`src/include/efsr_pkg.sv`:
```
// package for the parallel-port fifo service-request block
// assumes a 40 MHz device clock and an isa-style host bus on pins
package efsr_pkg;
   // ------------------------------------------------------------
   // addresses and widths
   // ------------------------------------------------------------
   localparam int EFSR_ADDR_W = 11;
   localparam logic [10:0] EFSR_AFIFO_OFS = 11'h000;
   localparam logic [10:0] EFSR_DFIFO_OFS = 11'h400;
   localparam int EFSR_DATA_W = 8;
   localparam int EFSR_DEPTH = 16;
   localparam int EFSR_CNT_W = 5;
   localparam logic [4:0] EFSR_FULL_CNT = 5'h10;
   localparam logic [4:0] EFSR_THR_CAP = 5'h0F;
   // ------------------------------------------------------------
   // port modes
   // ------------------------------------------------------------
   localparam logic [2:0] EFSR_MODE_COMPATIBLE_MODE_FIFO = 3'h2;
   localparam logic [2:0] EFSR_MODE_ECP = 3'h3;
   localparam logic [2:0] EFSR_MODE_TEST = 3'h6;
   // ------------------------------------------------------------
   // timing
   // ------------------------------------------------------------
   localparam int EFSR_CLK_NS = 25;
   localparam int EFSR_DACK_GAP_NS = 350;
   localparam int EFSR_DACK_GAP_CYC = (EFSR_DACK_GAP_NS + EFSR_CLK_NS - 1) / EFSR_CLK_NS;
   localparam int EFSR_BURST_MAX = 32;
   localparam int EFSR_IRQ_PULSE_CYC = 4;
   typedef enum logic [1:0]
   {
      EFSR_DRQ_IDLE = 2'b00,
      EFSR_DRQ_ON = 2'b01,
      EFSR_DRQ_HOLD = 2'b10,
      EFSR_DRQ_TC = 2'b11
   } efsr_drq_t;
endpackage : efsr_pkg

```
`src/hw/efsr_fifo_mem.sv`:
```
// 16-entry byte fifo with occupancy count
// assumes caller never pushes when full nor pops when empty
`timescale 1ns/100ps
`default_nettype none
module efsr_fifo_mem
   import efsr_pkg::*;
#(
   parameter int DEPTH = EFSR_DEPTH,
   parameter int DW = EFSR_DATA_W
)
(
   // clock and reset
   input wire logic sys_clk_in,
   input wire logic rst_b_in,
   input wire logic flush_in,
   // push and pop
   input wire logic push_in,
   input wire logic [DW-1:0] wdata_in,
   input wire logic pop_in,
   output logic [DW-1:0] rdata_out,
   output logic [EFSR_CNT_W-1:0] count_out
);
   // pointers are four bits wide, so only a 16-deep store is served
   if (DEPTH != 16)
   begin : g_depth_chk
      $error("fifo depth must be 16");
   end
   logic [DW-1:0] mem_r [DEPTH];
   logic [3:0] wp_r;
   logic [3:0] rp_r;
   always_ff @(posedge sys_clk_in)
   begin
      if (push_in)
         mem_r[wp_r] <= wdata_in;
   end
   always_ff @(posedge sys_clk_in or negedge rst_b_in)
   begin
      if (!rst_b_in)
      begin
         wp_r <= 4'h0;
         rp_r <= 4'h0;
         count_out <= 5'h00;
      end
      else if (flush_in)
      begin
         wp_r <= 4'h0;
         rp_r <= 4'h0;
         count_out <= 5'h00;
      end
      else
      begin
         // shared count moves on a lone push or pop, holds when both come together
         if (push_in)
            wp_r <= wp_r + 4'h1;
         if (pop_in)
            rp_r <= rp_r + 4'h1;
         if (push_in && !pop_in)
            count_out <= count_out + 5'h01;
         else if (pop_in && !push_in)
            count_out <= count_out - 5'h01;
      end
   end
   assign rdata_out = mem_r[rp_r];
endmodule : efsr_fifo_mem
`default_nettype wire

```
`src/hw/efsr_sync.sv`:
```
// two-flop synchroniser for one pin level
// assumes the pin is asynchronous to sys_clk_in
`timescale 1ns/100ps
`default_nettype none
module efsr_sync
   import efsr_pkg::*;
#(
   parameter logic RST_VAL = 1'b0
)
(
   // clock and reset
   input wire logic sys_clk_in,
   input wire logic rst_b_in,
   // level
   input wire logic pin_in,
   output logic sync_out
);
   logic meta_r;
   always_ff @(posedge sys_clk_in or negedge rst_b_in)
   begin
      if (!rst_b_in)
      begin
         meta_r <= RST_VAL;
         sync_out <= RST_VAL;
      end
      else
      begin
         meta_r <= pin_in;
         sync_out <= meta_r;
      end
   end
endmodule : efsr_sync
`default_nettype wire

```
`src/hw/efsr_top.sv`:
```
// fifo service-request logic of the extended parallel port
// Function
// - dma only against data, test, compatible fifos
// - request each dma transfer on dma request
// - terminal count raises interrupt, sets mask
// - max 32 dma cycles, then 350ns gap
// - dma cycles select fifo by acknowledge only
// - reverse: request while data, drop empty/tc
// - last byte drops request at ack or read
// - emptied request returns with one byte
// - tc request returns only after mask cleared
// - pio decode 400h data, 000h address fifo
// - pio service via port interrupt output
// - threshold 16 treated as 15
// - reverse irq when count >= 16-threshold
// - forward irq when count <= threshold
// - test mode exposes fifo through data port
// - threshold field holds threshold minus one
// - mask set blocks dma and service irq
// - interrupt is brief low pulse, then release
// - fifo disabled after reset until mode
// assumes isa strobes asynchronous, protocol engine on sys_clk_in
`timescale 1ns/100ps
`default_nettype none
module efsr_top
   import efsr_pkg::*;
#(
   parameter int BURST_MAX = EFSR_BURST_MAX,
   parameter int GAP_CYC = EFSR_DACK_GAP_CYC
)
(
   // clock and reset
   input wire logic sys_clk_in,
   input wire logic rst_b_in,
   // isa host pins
   input wire logic [EFSR_ADDR_W-1:0] host_addr_in,
   input wire logic host_ior_n_in,
   input wire logic host_iow_n_in,
   input wire logic [EFSR_DATA_W-1:0] host_wdata_in,
   output logic [EFSR_DATA_W-1:0] host_rdata_out,
   output logic host_rdata_oe_n_out,
   input wire logic port_dma_acknowledge_n_in,
   input wire logic host_tc_in,
   output logic port_dma_request_out,
   output logic port_irq_line_out,
   output logic port_irq_line_oe_n_out,
   // control levels
   input wire logic [2:0] port_mode_in,
   input wire logic direction_in,
   input wire logic dma_enable_bit_in,
   input wire logic service_interrupt_mask_in,
   input wire logic [3:0] threshold_field_in,
   // status
   output logic service_interrupt_set_out,
   output logic [EFSR_CNT_W-1:0] fifo_count_out,
   // protocol engine side
   input wire logic eng_pop_in,
   output logic [EFSR_DATA_W-1:0] eng_data_out,
   output logic eng_is_addr_out,
   input wire logic eng_push_in,
   input wire logic [EFSR_DATA_W-1:0] eng_data_in
);
   // six-bit burst and gap counters bound both counts
   if (BURST_MAX < 1 || BURST_MAX > 63 || GAP_CYC < 1 || GAP_CYC > 63)
   begin : g_param_chk
      $error("burst or gap count out of range");
   end
   // ------------------------------------------------------------
   // pin synchronisers
   // ------------------------------------------------------------
   logic ior_n_s;
   logic iow_n_s;
   logic dack_n_s;
   logic tc_s;
   efsr_sync #(.RST_VAL(1'b1)) u_ior (.sys_clk_in(sys_clk_in), .rst_b_in(rst_b_in),
      .pin_in(host_ior_n_in), .sync_out(ior_n_s));
   efsr_sync #(.RST_VAL(1'b1)) u_iow (.sys_clk_in(sys_clk_in), .rst_b_in(rst_b_in),
      .pin_in(host_iow_n_in), .sync_out(iow_n_s));
   efsr_sync #(.RST_VAL(1'b1)) u_dack (.sys_clk_in(sys_clk_in), .rst_b_in(rst_b_in),
      .pin_in(port_dma_acknowledge_n_in), .sync_out(dack_n_s));
   efsr_sync #(.RST_VAL(1'b0)) u_tc (.sys_clk_in(sys_clk_in), .rst_b_in(rst_b_in),
      .pin_in(host_tc_in), .sync_out(tc_s));
   // strobes delayed one more cycle to find their edges; isa holds address and data stable
   logic ior_n_d_r;
   logic iow_n_d_r;
   logic dack_n_d_r;
   always_ff @(posedge sys_clk_in or negedge rst_b_in)
   begin
      if (!rst_b_in)
      begin
         ior_n_d_r <= 1'b1;
         iow_n_d_r <= 1'b1;
         dack_n_d_r <= 1'b1;
      end
      else
      begin
         ior_n_d_r <= ior_n_s;
         iow_n_d_r <= iow_n_s;
         dack_n_d_r <= dack_n_s;
      end
   end
   // address and data take the same two-flop delay as the strobes;
   // safe only because the host holds them across the strobe edge
   logic [EFSR_ADDR_W-1:0] addr_m_r;
   logic [EFSR_ADDR_W-1:0] addr_s_r;
   logic [EFSR_DATA_W-1:0] wdata_m_r;
   logic [EFSR_DATA_W-1:0] wdata_s_r;
   always_ff @(posedge sys_clk_in or negedge rst_b_in)
   begin
      if (!rst_b_in)
      begin
         addr_m_r <= 11'h000;
         addr_s_r <= 11'h000;
         wdata_m_r <= 8'h00;
         wdata_s_r <= 8'h00;
      end
      else
      begin
         addr_m_r <= host_addr_in;
         addr_s_r <= addr_m_r;
         wdata_m_r <= host_wdata_in;
         wdata_s_r <= wdata_m_r;
      end
   end
   wire logic rd_fall = ior_n_d_r && !ior_n_s;
   wire logic wr_rise = !iow_n_d_r && iow_n_s;
   wire logic dack_fall = dack_n_d_r && !dack_n_s;
   // ------------------------------------------------------------
   // decode
   // ------------------------------------------------------------
   wire logic fifo_mode = (port_mode_in == EFSR_MODE_ECP) || (port_mode_in == EFSR_MODE_COMPATIBLE_MODE_FIFO)
      || (port_mode_in == EFSR_MODE_TEST);
   wire logic test_mode = (port_mode_in == EFSR_MODE_TEST);
   wire logic dma_cyc = !dack_n_s;
   wire logic dma_ok = fifo_mode && dma_enable_bit_in;
   // dma cycle picks the fifo without looking at the address
   wire logic sel_d = dma_cyc ? dma_ok : (addr_s_r == EFSR_DFIFO_OFS);
   wire logic sel_a = !dma_cyc && (addr_s_r == EFSR_AFIFO_OFS)
      && (port_mode_in == EFSR_MODE_ECP);
   logic [EFSR_CNT_W-1:0] cnt;
   logic [EFSR_DATA_W-1:0] fifo_q;
   logic [EFSR_DATA_W-1:0] tag_q;
   // test mode lets host push and pop either way to probe depth
   wire logic host_push = fifo_mode && wr_rise && (sel_d || sel_a)
      && (!direction_in || test_mode) && (cnt != EFSR_FULL_CNT);
   wire logic host_pop = fifo_mode && rd_fall && sel_d
      && (direction_in || test_mode) && (cnt != 5'h00);
   wire logic push = host_push || (fifo_mode && direction_in && eng_push_in
      && cnt != EFSR_FULL_CNT);
   wire logic pop = host_pop || (fifo_mode && !direction_in && eng_pop_in && cnt != 5'h00);
   wire logic [EFSR_DATA_W-1:0] push_data = host_push ? wdata_s_r : eng_data_in;
   // fifo flushed and held empty outside fifo modes
   efsr_fifo_mem u_fifo (
      .sys_clk_in(sys_clk_in),
      .rst_b_in(rst_b_in),
      .flush_in(!fifo_mode),
      .push_in(push),
      .wdata_in(push_data),
      .pop_in(pop),
      .rdata_out(fifo_q),
      .count_out(cnt)
   );
   // address-tag side fifo: bit 0 marks address/rle bytes
   efsr_fifo_mem u_tag (
      .sys_clk_in(sys_clk_in),
      .rst_b_in(rst_b_in),
      .flush_in(!fifo_mode),
      .push_in(push),
      .wdata_in({7'h00, host_push && sel_a}),
      .pop_in(pop),
      .rdata_out(tag_q),
      .count_out()
   );
   // ------------------------------------------------------------
   // read data and engine outputs
   // ------------------------------------------------------------
   always_ff @(posedge sys_clk_in or negedge rst_b_in)
   begin
      if (!rst_b_in)
      begin
         host_rdata_out <= 8'h00;
         host_rdata_oe_n_out <= 1'b1;
         eng_data_out <= 8'h00;
         eng_is_addr_out <= 1'b0;
         fifo_count_out <= 5'h00;
      end
      else
      begin
         if (host_pop)
            host_rdata_out <= fifo_q;
         host_rdata_oe_n_out <= !(!ior_n_s && sel_d && fifo_mode);
         eng_data_out <= fifo_q;
         eng_is_addr_out <= tag_q[0] && cnt != 5'h00;
         fifo_count_out <= cnt;
      end
   end
   // ------------------------------------------------------------
   // thresholds
   // ------------------------------------------------------------
   // field is threshold-1; 16 collapses to 15
   wire logic [4:0] thr_raw = {1'b0, threshold_field_in} + 5'h01;
   wire logic [4:0] thr = (thr_raw > EFSR_THR_CAP) ? EFSR_THR_CAP : thr_raw;
   wire logic [4:0] rev_need = EFSR_FULL_CNT - thr;
   wire logic rev_cond = direction_in && (cnt >= rev_need);
   wire logic fwd_cond = !direction_in && (cnt <= thr);
   wire logic pio_cond = fifo_mode && !dma_enable_bit_in && !service_interrupt_mask_in
      && (rev_cond || fwd_cond);
   // ------------------------------------------------------------
   // dma request
   // ------------------------------------------------------------
   efsr_drq_t drq_r;
   logic [5:0] burst_r;
   logic [5:0] gap_r;
   wire logic dma_data = direction_in ? (cnt != 5'h00) : (cnt != EFSR_FULL_CNT);
   wire logic tc_hit = tc_s && dma_cyc;
   wire logic last_byte = direction_in && cnt == 5'h01 && (dack_fall || (dma_cyc && rd_fall));
   // mask must be seen set, then cleared, before a tc drop may end
   logic tc_mask_seen_r;
   always_ff @(posedge sys_clk_in or negedge rst_b_in)
   begin
      if (!rst_b_in)
         tc_mask_seen_r <= 1'b0;
      else if (drq_r != EFSR_DRQ_TC)
         tc_mask_seen_r <= 1'b0;
      else if (service_interrupt_mask_in)
         tc_mask_seen_r <= 1'b1;
   end
   always_ff @(posedge sys_clk_in or negedge rst_b_in)
   begin
      if (!rst_b_in)
      begin
         drq_r <= EFSR_DRQ_IDLE;
         burst_r <= 6'h00;
         gap_r <= 6'h00;
      end
      else
      begin
         unique case (drq_r)
            EFSR_DRQ_IDLE:
            begin
               burst_r <= 6'h00;
               // empty-drop returns with one byte
               if (dma_ok && !service_interrupt_mask_in && dma_data)
                  drq_r <= EFSR_DRQ_ON;
            end
            EFSR_DRQ_ON:
            begin
               if (dack_fall)
                  burst_r <= burst_r + 6'h01;
               if (tc_hit)
                  drq_r <= EFSR_DRQ_TC;
               else if (!dma_ok || service_interrupt_mask_in || !dma_data || last_byte)
                  drq_r <= EFSR_DRQ_IDLE;
               else if (dack_fall && burst_r == 6'(BURST_MAX - 1))
               begin
                  drq_r <= EFSR_DRQ_HOLD;
                  gap_r <= 6'h00;
               end
            end
            EFSR_DRQ_HOLD:
            begin
               // gap counts only while acknowledge is released
               if (dma_cyc)
                  gap_r <= 6'h00;
               else if (gap_r == 6'(GAP_CYC - 1))
                  drq_r <= EFSR_DRQ_IDLE;
               else
                  gap_r <= gap_r + 6'h01;
            end
            EFSR_DRQ_TC:
            begin
               // waits for mask to be set and cleared again
               if (tc_mask_seen_r && !service_interrupt_mask_in && !tc_s)
                  drq_r <= EFSR_DRQ_IDLE;
            end
         endcase
      end
   end
   always_ff @(posedge sys_clk_in or negedge rst_b_in)
   begin
      if (!rst_b_in)
         port_dma_request_out <= 1'b0;
      else
         port_dma_request_out <= (drq_r == EFSR_DRQ_ON) && !tc_hit && !last_byte
            && dma_ok && !service_interrupt_mask_in && dma_data;
   end
   // ------------------------------------------------------------
   // interrupt pulse and mask set
   // ------------------------------------------------------------
   logic tc_s_d_r;
   logic pio_d_r;
   logic [2:0] pulse_r;
   wire logic tc_evt = tc_hit && !tc_s_d_r && dma_ok && !service_interrupt_mask_in;
   wire logic pio_evt = pio_cond && !pio_d_r;
   always_ff @(posedge sys_clk_in or negedge rst_b_in)
   begin
      if (!rst_b_in)
      begin
         tc_s_d_r <= 1'b0;
         pio_d_r <= 1'b0;
         pulse_r <= 3'h0;
         service_interrupt_set_out <= 1'b0;
         port_irq_line_out <= 1'b1;
         port_irq_line_oe_n_out <= 1'b1;
      end
      else
      begin
         tc_s_d_r <= tc_hit;
         pio_d_r <= pio_cond;
         // terminal count sets the mask through service_interrupt_set_out
         service_interrupt_set_out <= tc_evt;
         if (tc_evt || pio_evt)
            pulse_r <= 3'(EFSR_IRQ_PULSE_CYC);
         else if (pulse_r != 3'h0)
            pulse_r <= pulse_r - 3'h1;
         // drive low briefly then float for sharing
         port_irq_line_out <= 1'b0;
         port_irq_line_oe_n_out <= !(tc_evt || pio_evt || pulse_r > 3'h1);
      end
   end
   // ------------------------------------------------------------
   // checks
   // ------------------------------------------------------------
   burst_cap_a: assert property (@(posedge sys_clk_in) disable iff (!rst_b_in)
      burst_r <= 6'(BURST_MAX)) else $error("burst count exceeded");
   tc_drop_a: assert property (@(posedge sys_clk_in) disable iff (!rst_b_in)
      tc_hit |=> !port_dma_request_out) else $error("request held after tc");
   tc_irq_a: assert property (@(posedge sys_clk_in) disable iff (!rst_b_in)
      tc_evt |=> service_interrupt_set_out && !port_irq_line_oe_n_out)
      else $error("tc without interrupt");
   mask_block_a: assert property (@(posedge sys_clk_in) disable iff (!rst_b_in)
      service_interrupt_mask_in && $stable(service_interrupt_mask_in) |=> !port_dma_request_out)
      else $error("request while masked");
   reset_empty_a: assert property (@(posedge sys_clk_in) disable iff (!rst_b_in)
      !fifo_mode |=> cnt == 5'h00) else $error("fifo live outside mode");
   cnt_range_a: assert property (@(posedge sys_clk_in) disable iff (!rst_b_in)
      cnt <= EFSR_FULL_CNT) else $error("count above depth");
   thr_cap_a: assert property (@(posedge sys_clk_in) disable iff (!rst_b_in)
      threshold_field_in == 4'hF |-> thr == EFSR_THR_CAP) else $error("threshold not capped");
   irq_pulse_a: assert property (@(posedge sys_clk_in) disable iff (!rst_b_in)
      !port_irq_line_oe_n_out [*5] |-> 1'b0) else $error("irq pulse too long");
   hold_gap_a: assert property (@(posedge sys_clk_in) disable iff (!rst_b_in)
      drq_r == EFSR_DRQ_HOLD |=> !port_dma_request_out) else $error("request in gap");
   tc_wait_a: assert property (@(posedge sys_clk_in) disable iff (!rst_b_in)
      drq_r == EFSR_DRQ_TC && !tc_mask_seen_r |=> !port_dma_request_out)
      else $error("request before mask cycled");
   dma_cov_c: cover property (@(posedge sys_clk_in) drq_r == EFSR_DRQ_HOLD);
   tc_cov_c: cover property (@(posedge sys_clk_in) tc_evt);
   pio_cov_c: cover property (@(posedge sys_clk_in) pio_evt && direction_in);
endmodule : efsr_top
`default_nettype wire

```
`config.mk`:
```
export PLATFORM = sky130hd
export DESIGN_NAME = efsr_top
export DESIGN_NICKNAME = d
export VERILOG_FILES = /design/src/include/efsr_pkg.sv /design/src/hw/efsr_fifo_mem.sv /design/src/hw/efsr_sync.sv /design/src/hw/efsr_top.sv
export SDC_FILE = /design/constraint.sdc
export NUM_CORES = 1
export LEC_CHECK = 0
export BUFFER_PORTS_ARGS = -buffer_cell sky130_fd_sc_hd__buf_2
export CAP_MARGIN = 10
export CORE_MARGIN = 2
export CORE_UTILIZATION = 30
export CTS_CLUSTER_SIZE = 25
export DETAILED_ROUTE_END_ITERATION = 10
export GPL_ROUTABILITY_DRIVEN = 0
export PLACE_DENSITY = 0.46
export SLEW_MARGIN = 20
export SYNTH_ARGS = -nofsm -noshare
export SYNTH_HDL_FRONTEND = slang
export SYNTH_SLANG_ARGS = --single-unit
```
`constraint.sdc`:
```
create_clock -name sys_clk_in -period 3.7 [get_ports sys_clk_in]
set_input_delay 0.185 -clock sys_clk_in [delete_from_list [all_inputs] [get_ports sys_clk_in]]
set_output_delay 0.185 -clock sys_clk_in [all_outputs]
set_load 0.05 [all_outputs]
```
## Word level (Yosys, flattened, before mapping)

Memories as Yosys holds them, arrays and structs flattened.
Index checks and enable logic that the tools add are counted.

| storage, ports and cells | value |
|---|---|
| word-level logic and storage cells | 206 |
| RAM bits | 144 |
| input port bits | 45 |
| flip-flop bits (word level) | 117 |
| memories | 2 |

| operators by class | value |
|---|---|
| add/sub/neg operators | 11 |
| reductions and logical operators | 91 |
| order comparisons | 4 |
| equality and inequality tests | 25 |
| muxes and demuxes | 37 |

Memories:

| memory | words | width | rd ports | clocked after Yosys merged registers in | write ports | RTL line | text |
|---|---|---|---|---|---|---|---|
| u_fifo.mem_r | 16 | 8 | 1 | 0 | 1 | efsr_fifo_mem.sv:28 | `logic [DW-1:0] mem_r [DEPTH];` |
| u_tag.mem_r | 16 | 1 | 1 | 0 | 1 | efsr_fifo_mem.sv:28 |  |

Operators with widths:

| cell | number |
|---|---|
| $logic_and A1 B1 Y1 | 49 |
| $mux W6 | 6 |
| $mux W4 | 8 |
| $pmux W6 S2 | 2 |
| $mux W5 | 4 |
| $logic_not A1 Y1 | 17 |
| $add A4 B1 Y4 const B | 4 |
| $ne A2 B2 Y1 const B | 8 |
| $logic_or A1 B1 Y1 | 14 |
| $mux W2 | 7 |
| $add A6 B1 Y6 const B | 2 |
| $eq A11 B11 Y1 const B | 1 |
| $logic_not A11 Y1 | 1 |
| $reduce_and A5 Y1 | 2 |
| $mux W8 | 1 |
| $pmux W2 S4 | 1 |
| $reduce_bool A2 Y1 | 4 |
| $eq A3 B2 Y1 const B | 2 |
| $eq A6 B4 Y1 const B | 1 |
| $eq A6 B5 Y1 const B | 1 |
| $mux W1 | 6 |
| $mux W3 | 2 |
| $ne A2 B1 Y1 const B | 3 |
| $add A4 B1 Y5 const B | 1 |
| other kinds (20) | 21 |

## Logic depth before layout (Yosys ltp)

| logic depth | value |
|---|---|
| depth in word-level cells | 15 |
| depth in mapped cells | 14 |
| mapped depth without buffers | 13 |

## By module

A second synthesis with hierarchy kept.

| second synthesis, totals | value |
|---|---|
| cell total of the unflattened synthesis | 896 |
| area total of the unflattened synthesis | 15377.2 µm² |

By module, submodules not included:

| module | seq. area each (µm²) | cells an instance | instances | area each (µm²) |
|---|---|---|---|---|
| efsr_fifo_mem (u_tag) | 4169.0 | 300 | 1 | 5783.0 |
| efsr_fifo_mem (u_fifo) | 4169.0 | 300 | 1 | 5764.3 |
| efsr_top | 2209.6 | 288 | 1 | 3622.2 |
| efsr_sync (u_dack ...) | 52.6 | 2 | 3 | 52.6 |
| efsr_sync (u_tc) | 50.0 | 2 | 1 | 50.0 |

## Worst setup path after synthesis

OpenSTA, ideal clock, no wires.

| path | value |
|---|---|
| path type | register to register |
| from | register u_dack.sync_out |
| to | memory u_fifo.mem_r[0][0] (netlist name), enable pin |
| arrival | 2.610 ns |
| slack | 0.695 ns |
| path buffers | 2 |
| data required time | 3.305 ns |
| stages on the path, launching flop included | 8 |
| clock period less this slack | 3.005 ns |
| path through | dfstp_2 clkbuf_2 nor4b_2 a41oi_1 o211ai_1 nand2_1 clkbuf_1 nor4_1 |

| on the way | value |
|---|---|
| word-level cells in the longest chain between the ends | 9 |

RTL lines:

| item | RTL line | text |
|---|---|---|
| from (decl) | efsr_sync.sv:16 | `output logic sync_out` |
| from (signal assigned) | efsr_sync.sv:29 | `sync_out <= meta_r;` |
| $logic_and A1 B1 Y1 | efsr_top.sv:138 | `wire logic sel_a = !dma_cyc && (addr_s_r == EFSR_AFIFO_OFS)` |
| $logic_and A1 B1 Y1 | efsr_top.sv:139 | `&& (port_mode_in == EFSR_MODE_ECP);` |
| $logic_or A1 B1 Y1 * | efsr_top.sv:144 | `wire logic host_push = fifo_mode && wr_rise && (sel_d \|\| sel_a)` |
| $logic_and A1 B1 Y1 * | efsr_top.sv:144 |  |
| $logic_and A1 B1 Y1 * (2 in a row) | efsr_top.sv:145 | `&& (!direction_in \|\| test_mode) && (cnt != EFSR_FULL_CNT);` |
| $logic_or A1 B1 Y1 * | efsr_top.sv:148 | `wire logic push = host_push \|\| (fifo_mode && direction_in && eng_push_in` |
| $mux W1 * | efsr_fifo_mem.sv:33 | `if (push_in)` |
| $mux W1 (implied by the code) * | efsr_fifo_mem.sv:34 | `mem_r[wp_r] <= wdata_in;` |
| to (decl) | efsr_fifo_mem.sv:28 |  |

Every way passes the cells marked *; elsewhere a longest branch is shown, timed or not.

## Worst setup path after layout

| path | value |
|---|---|
| from | register u_fifo.count_out[1] |
| to | register u_fifo.count_out[1] |

| on the way | value |
|---|---|
| word-level cells in the longest chain between the ends | 7 |

RTL lines:

| item | RTL line | text |
|---|---|---|
| from (decl) | efsr_fifo_mem.sv:21 | `output logic [EFSR_CNT_W-1:0] count_out` |
| from (signal assigned) | efsr_fifo_mem.sv:58 | `count_out <= count_out + 5'h01;` |
| from (signal assigned) | efsr_fifo_mem.sv:60 | `count_out <= count_out - 5'h01;` |
| parallel branches: the longest is 7 deep, another holds $sub A5 B1 Y5 | -- |  |

Several ways; the timed one is not identified. The select of a mux whose other input is x is not followed.
A chain may end at the register's enable or synchronous reset.

==> impl_metrics.tcl <==
set metrics [dict create \
    critPathKind "flop to flop" \
    maxCapViolations 0 \
    clk_pin_slew_worst_paths_ns 0.06 \
    outcome "finished, final reports clean" \
    crit_family "simple AND/OR/NAND/NOR gates" \
    cts_max_level 1 \
    min_to "pio_d_r" \
    clock_sinks 261 \
    track_usage 0.125 \
    ant_nets 0 \
    rsz0062_at_grt "false" \
    synthesis.area_um2 10900 \
    slew_headroom 0.357 \
    clock_skew_ns 0.0127 \
    startpoint_type "flop" \
    area_growth_pct 20.6 \
    worstPathArrival_ns 3.36 \
    routed_wl_mm 23.5 \
    cts_buffer_depth 3 \
    synthFlopType "edfxtp_1" \
    r2r-start "u_fifo.count_out[1]" \
    grt_max_degree 87 \
    port_buffers 71 \
    drcViolationCount 0 \
    p_total_uw 6840 \
    num_rows 69 \
    wl_per_cell_um 17.3 \
    cts.root.buffer_cell "clkbuf_16" \
    cp_slowest_cell "or3b_2" \
    worstPathCellList "inv_1 -> ha_1 -> or3b_2 -> o21ai_0 -> a211oi_2 -> or2_2 -> or2_2 -> a211oi_1 -> a211oi_1" \
    synth_fp_nets 834 \
    grt_antenna_before_repair 3 \
    hp-start "direction_in" \
    r2r_cells 9 \
    start_util 0.305 \
    leakagePower_uw 0.00505 \
    setup_viol_count_final 0 \
    power_density_nw_per_um2 523 \
    synth_area_leader_cell "edfxtp_1" \
    grt_pass1_wl_mm 37.1 \
    nets 954 \
    first_global_vias 6457 \
    avgSynthCellArea_um2 14.4 \
    syn_inst 754 \
    tns_ns 0 \
    hold_path_class "input port to flop" \
    yosys_warnings 0 \
    cp.required_ns 4.11 \
    dr.pass1.iters 4 \
    tightest_slew_ns 0.962 \
    netlist_top_cells_area "edfxtp_1 40%, dfrtp_1 24%, mux4_2 4.4%" \
    critPathBufInv 1 \
    die-area_um2 37700 \
    rr_endpoint "u_fifo.count_out[1]" \
    fillers 3424 \
    dieHeight_um 194 \
    cp_max_fo 13 \
    post-cts-setup-buffer-count 0 \
    yosysMostFrequentCell "edfxtp_1" \
    slew_violations 0 \
    routed_via_density 4.67 \
    fmax_ghz 0.338 \
    drt_iter0_drc 410 \
    critPathCaptureType "flop" \
    ff2ff_setup_slack_ns 0.74 \
    critical_path.max_stage_delay_ns 0.50 \
    cts_tree "built" \
    dp_hpwl_mm 15.5 \
    core_um2 35600 \
    num_io_pins 72 \
    synth_edf_count 144 \
    synth-seq-cells 261 \
    synth.top_cell.area_share 0.398 \
    dieWidth_um 194 \
    final.period_utilization 0.799 \
    fin_crit_ns 2.96 \
    synth_cell_types 64 \
    synth_top_cells_by_count "144 x edfxtp_1, 105 x dfrtp_1, 49 x nor2_1" \
    finalHoldViolCount 0 \
    numCtsBuffers 30 \
    clk_latency_ns 0.56 \
    seq_area_frac_synth 0.669 \
    async_reset_ff_frac 0.448 \
    num_vias 6349 \
    grt_overflow 0 \
    min_path_cells 3 \
    drive_above_1_share 0.222 \
    ir_drop_uv 363 \
]
kinds of logic after synthesis:
group | after synthesis | share of synthesized area
AOI/OAI and AO/OA | 108 | 0.0672
xor gates and xnor gates | 22 | 0.0177
adders and majority gates | 35 | 0.0403
buffers and inverters | 61 | 0.0221
DFF | 261 | 0.669
muxes | 71 | 0.0915
other | 2 | 0.000692
and+or+nand+nor | 194 | 0.0914
worst register-to-register path, stage by stage, from the launching register on:
cell	delay, ns
dfrtp_1	0.48
inv_1	0.12
ha_1	0.21
or3b_2	0.50
o21ai_0	0.30
a211oi_2	0.09
or2_2	0.45
or2_2	0.34
a211oi_1	0.25
a211oi_1	0.08
power breakdown:
part,internal (µW),leakage [µW],switching (µW)
Combinational,257,0.00181,430
Sequential,3180,0.00275,66.1
Clock,1710,0.000493,1190
per-layer routing:
layer,part of all wire,GRT usage
met4,0.025,0.0359
met1,0.48,0.177
met3,0.055,0.0273
met2,0.44,0.193
met5,0,0
cells in the final DEF, fill, tap and decap left out, drive strengths merged, types with 10 or more instances in the layout:
cell / netlist / layout
nand2b: 11 / 11
ha: 35 / 35
buf: 4 / 89
mux2i: 34 / 34
edfxtp: 144 / 144
mux4: 21 / 21
nor4: 11 / 11
dfrtp: 105 / 105
dfstp: 12 / 12
xnor2: 13 / 13
nand2: 47 / 47
and2: 13 / 13
mux2: 16 / 16
a22oi: 10 / 10
o21ai: 33 / 33
and3: 10 / 10
nand3: 11 / 11
nor2: 49 / 49
inv: 33 / 34
clkinv: 0 / 12
clkbuf: 24 / 40
dlygate4sd3: 0 / 27
a21oi: 17 / 17
state kept, by name, indices dropped and copies added (netlist names), 2 cells and up:
register / count
u_fifo.mem_r: 128
u_tag.mem_r: 16
addr_m_r: 11
addr_s_r: 11
eng_data_out: 8
host_rdata_out: 8
wdata_m_r: 8
wdata_s_r: 8
burst_r: 6
gap_r: 6
fifo_count_out: 5
u_fifo.count_out: 5
u_fifo.rp_r: 4
u_fifo.wp_r: 4
u_tag.rp_r: 4
u_tag.wp_r: 4
pulse_r: 3
drq_r: 2
layout make-up:
class / count / area [µm²] / share of cell area
inverters: 33 / 124 / 0.00946
clock inverters: 16 / 141 / 0.0108
clock buffers: 40 / 861 / 0.0657
diodes: 1 / 2.50 / 0.000191
multi-input cells: 432 / 3360 / 0.256
well taps: 461 / 577 / 0.0440
flip-flops and latches: 261 / 7270 / 0.555
repair buffers: 116 / 767 / 0.0586
repair_timing:
| action | 4_1_cts | 5_1_grt |
|---|---|---|
| endpoints found under the hold margin | 100 | 0 |
| hold buffers | 27 | 0 |
| gates resized for setup | 0 | 0 |
metrics by stage:
step | hold slack (ns) | std cells | area (µm²) | setup slack [ns] | utilization
after detailed placement | 0.293 | 1276 | 11800 | 0.514 | 0.332
after floorplan | -0.111 | 754 | 10900 | 0.695 | -
after global routing | 0.0568 | 1360 | 13100 | 0.497 | 0.368
after global placement | 0.292 | 1276 | 11800 | 0.613 | 0.332
final | 0.0271 | 1360 | 13100 | 0.743 | 0.368
after CTS | 0.00290 | 1359 | 13100 | 0.734 | 0.368
worst max-delay path by stage:
stage	end	start	depth (start not counted)
6_report	u_fifo.count_out[1]	u_fifo.count_out[1]	9
5_1_grt	u_fifo.count_out[1]	u_fifo.count_out[1]	9
4_1_cts	u_fifo.count_out[1]	u_fifo.count_out[1]	9
3_5_place_dp	pulse_r[2]	threshold_field_in[1]	13
3_3_place_gp	pulse_r[2]	threshold_field_in[1]	13
2_1_floorplan	u_fifo.mem_r[0][0]	u_dack.sync_out	7
Power figures use the tool's default switching activity.
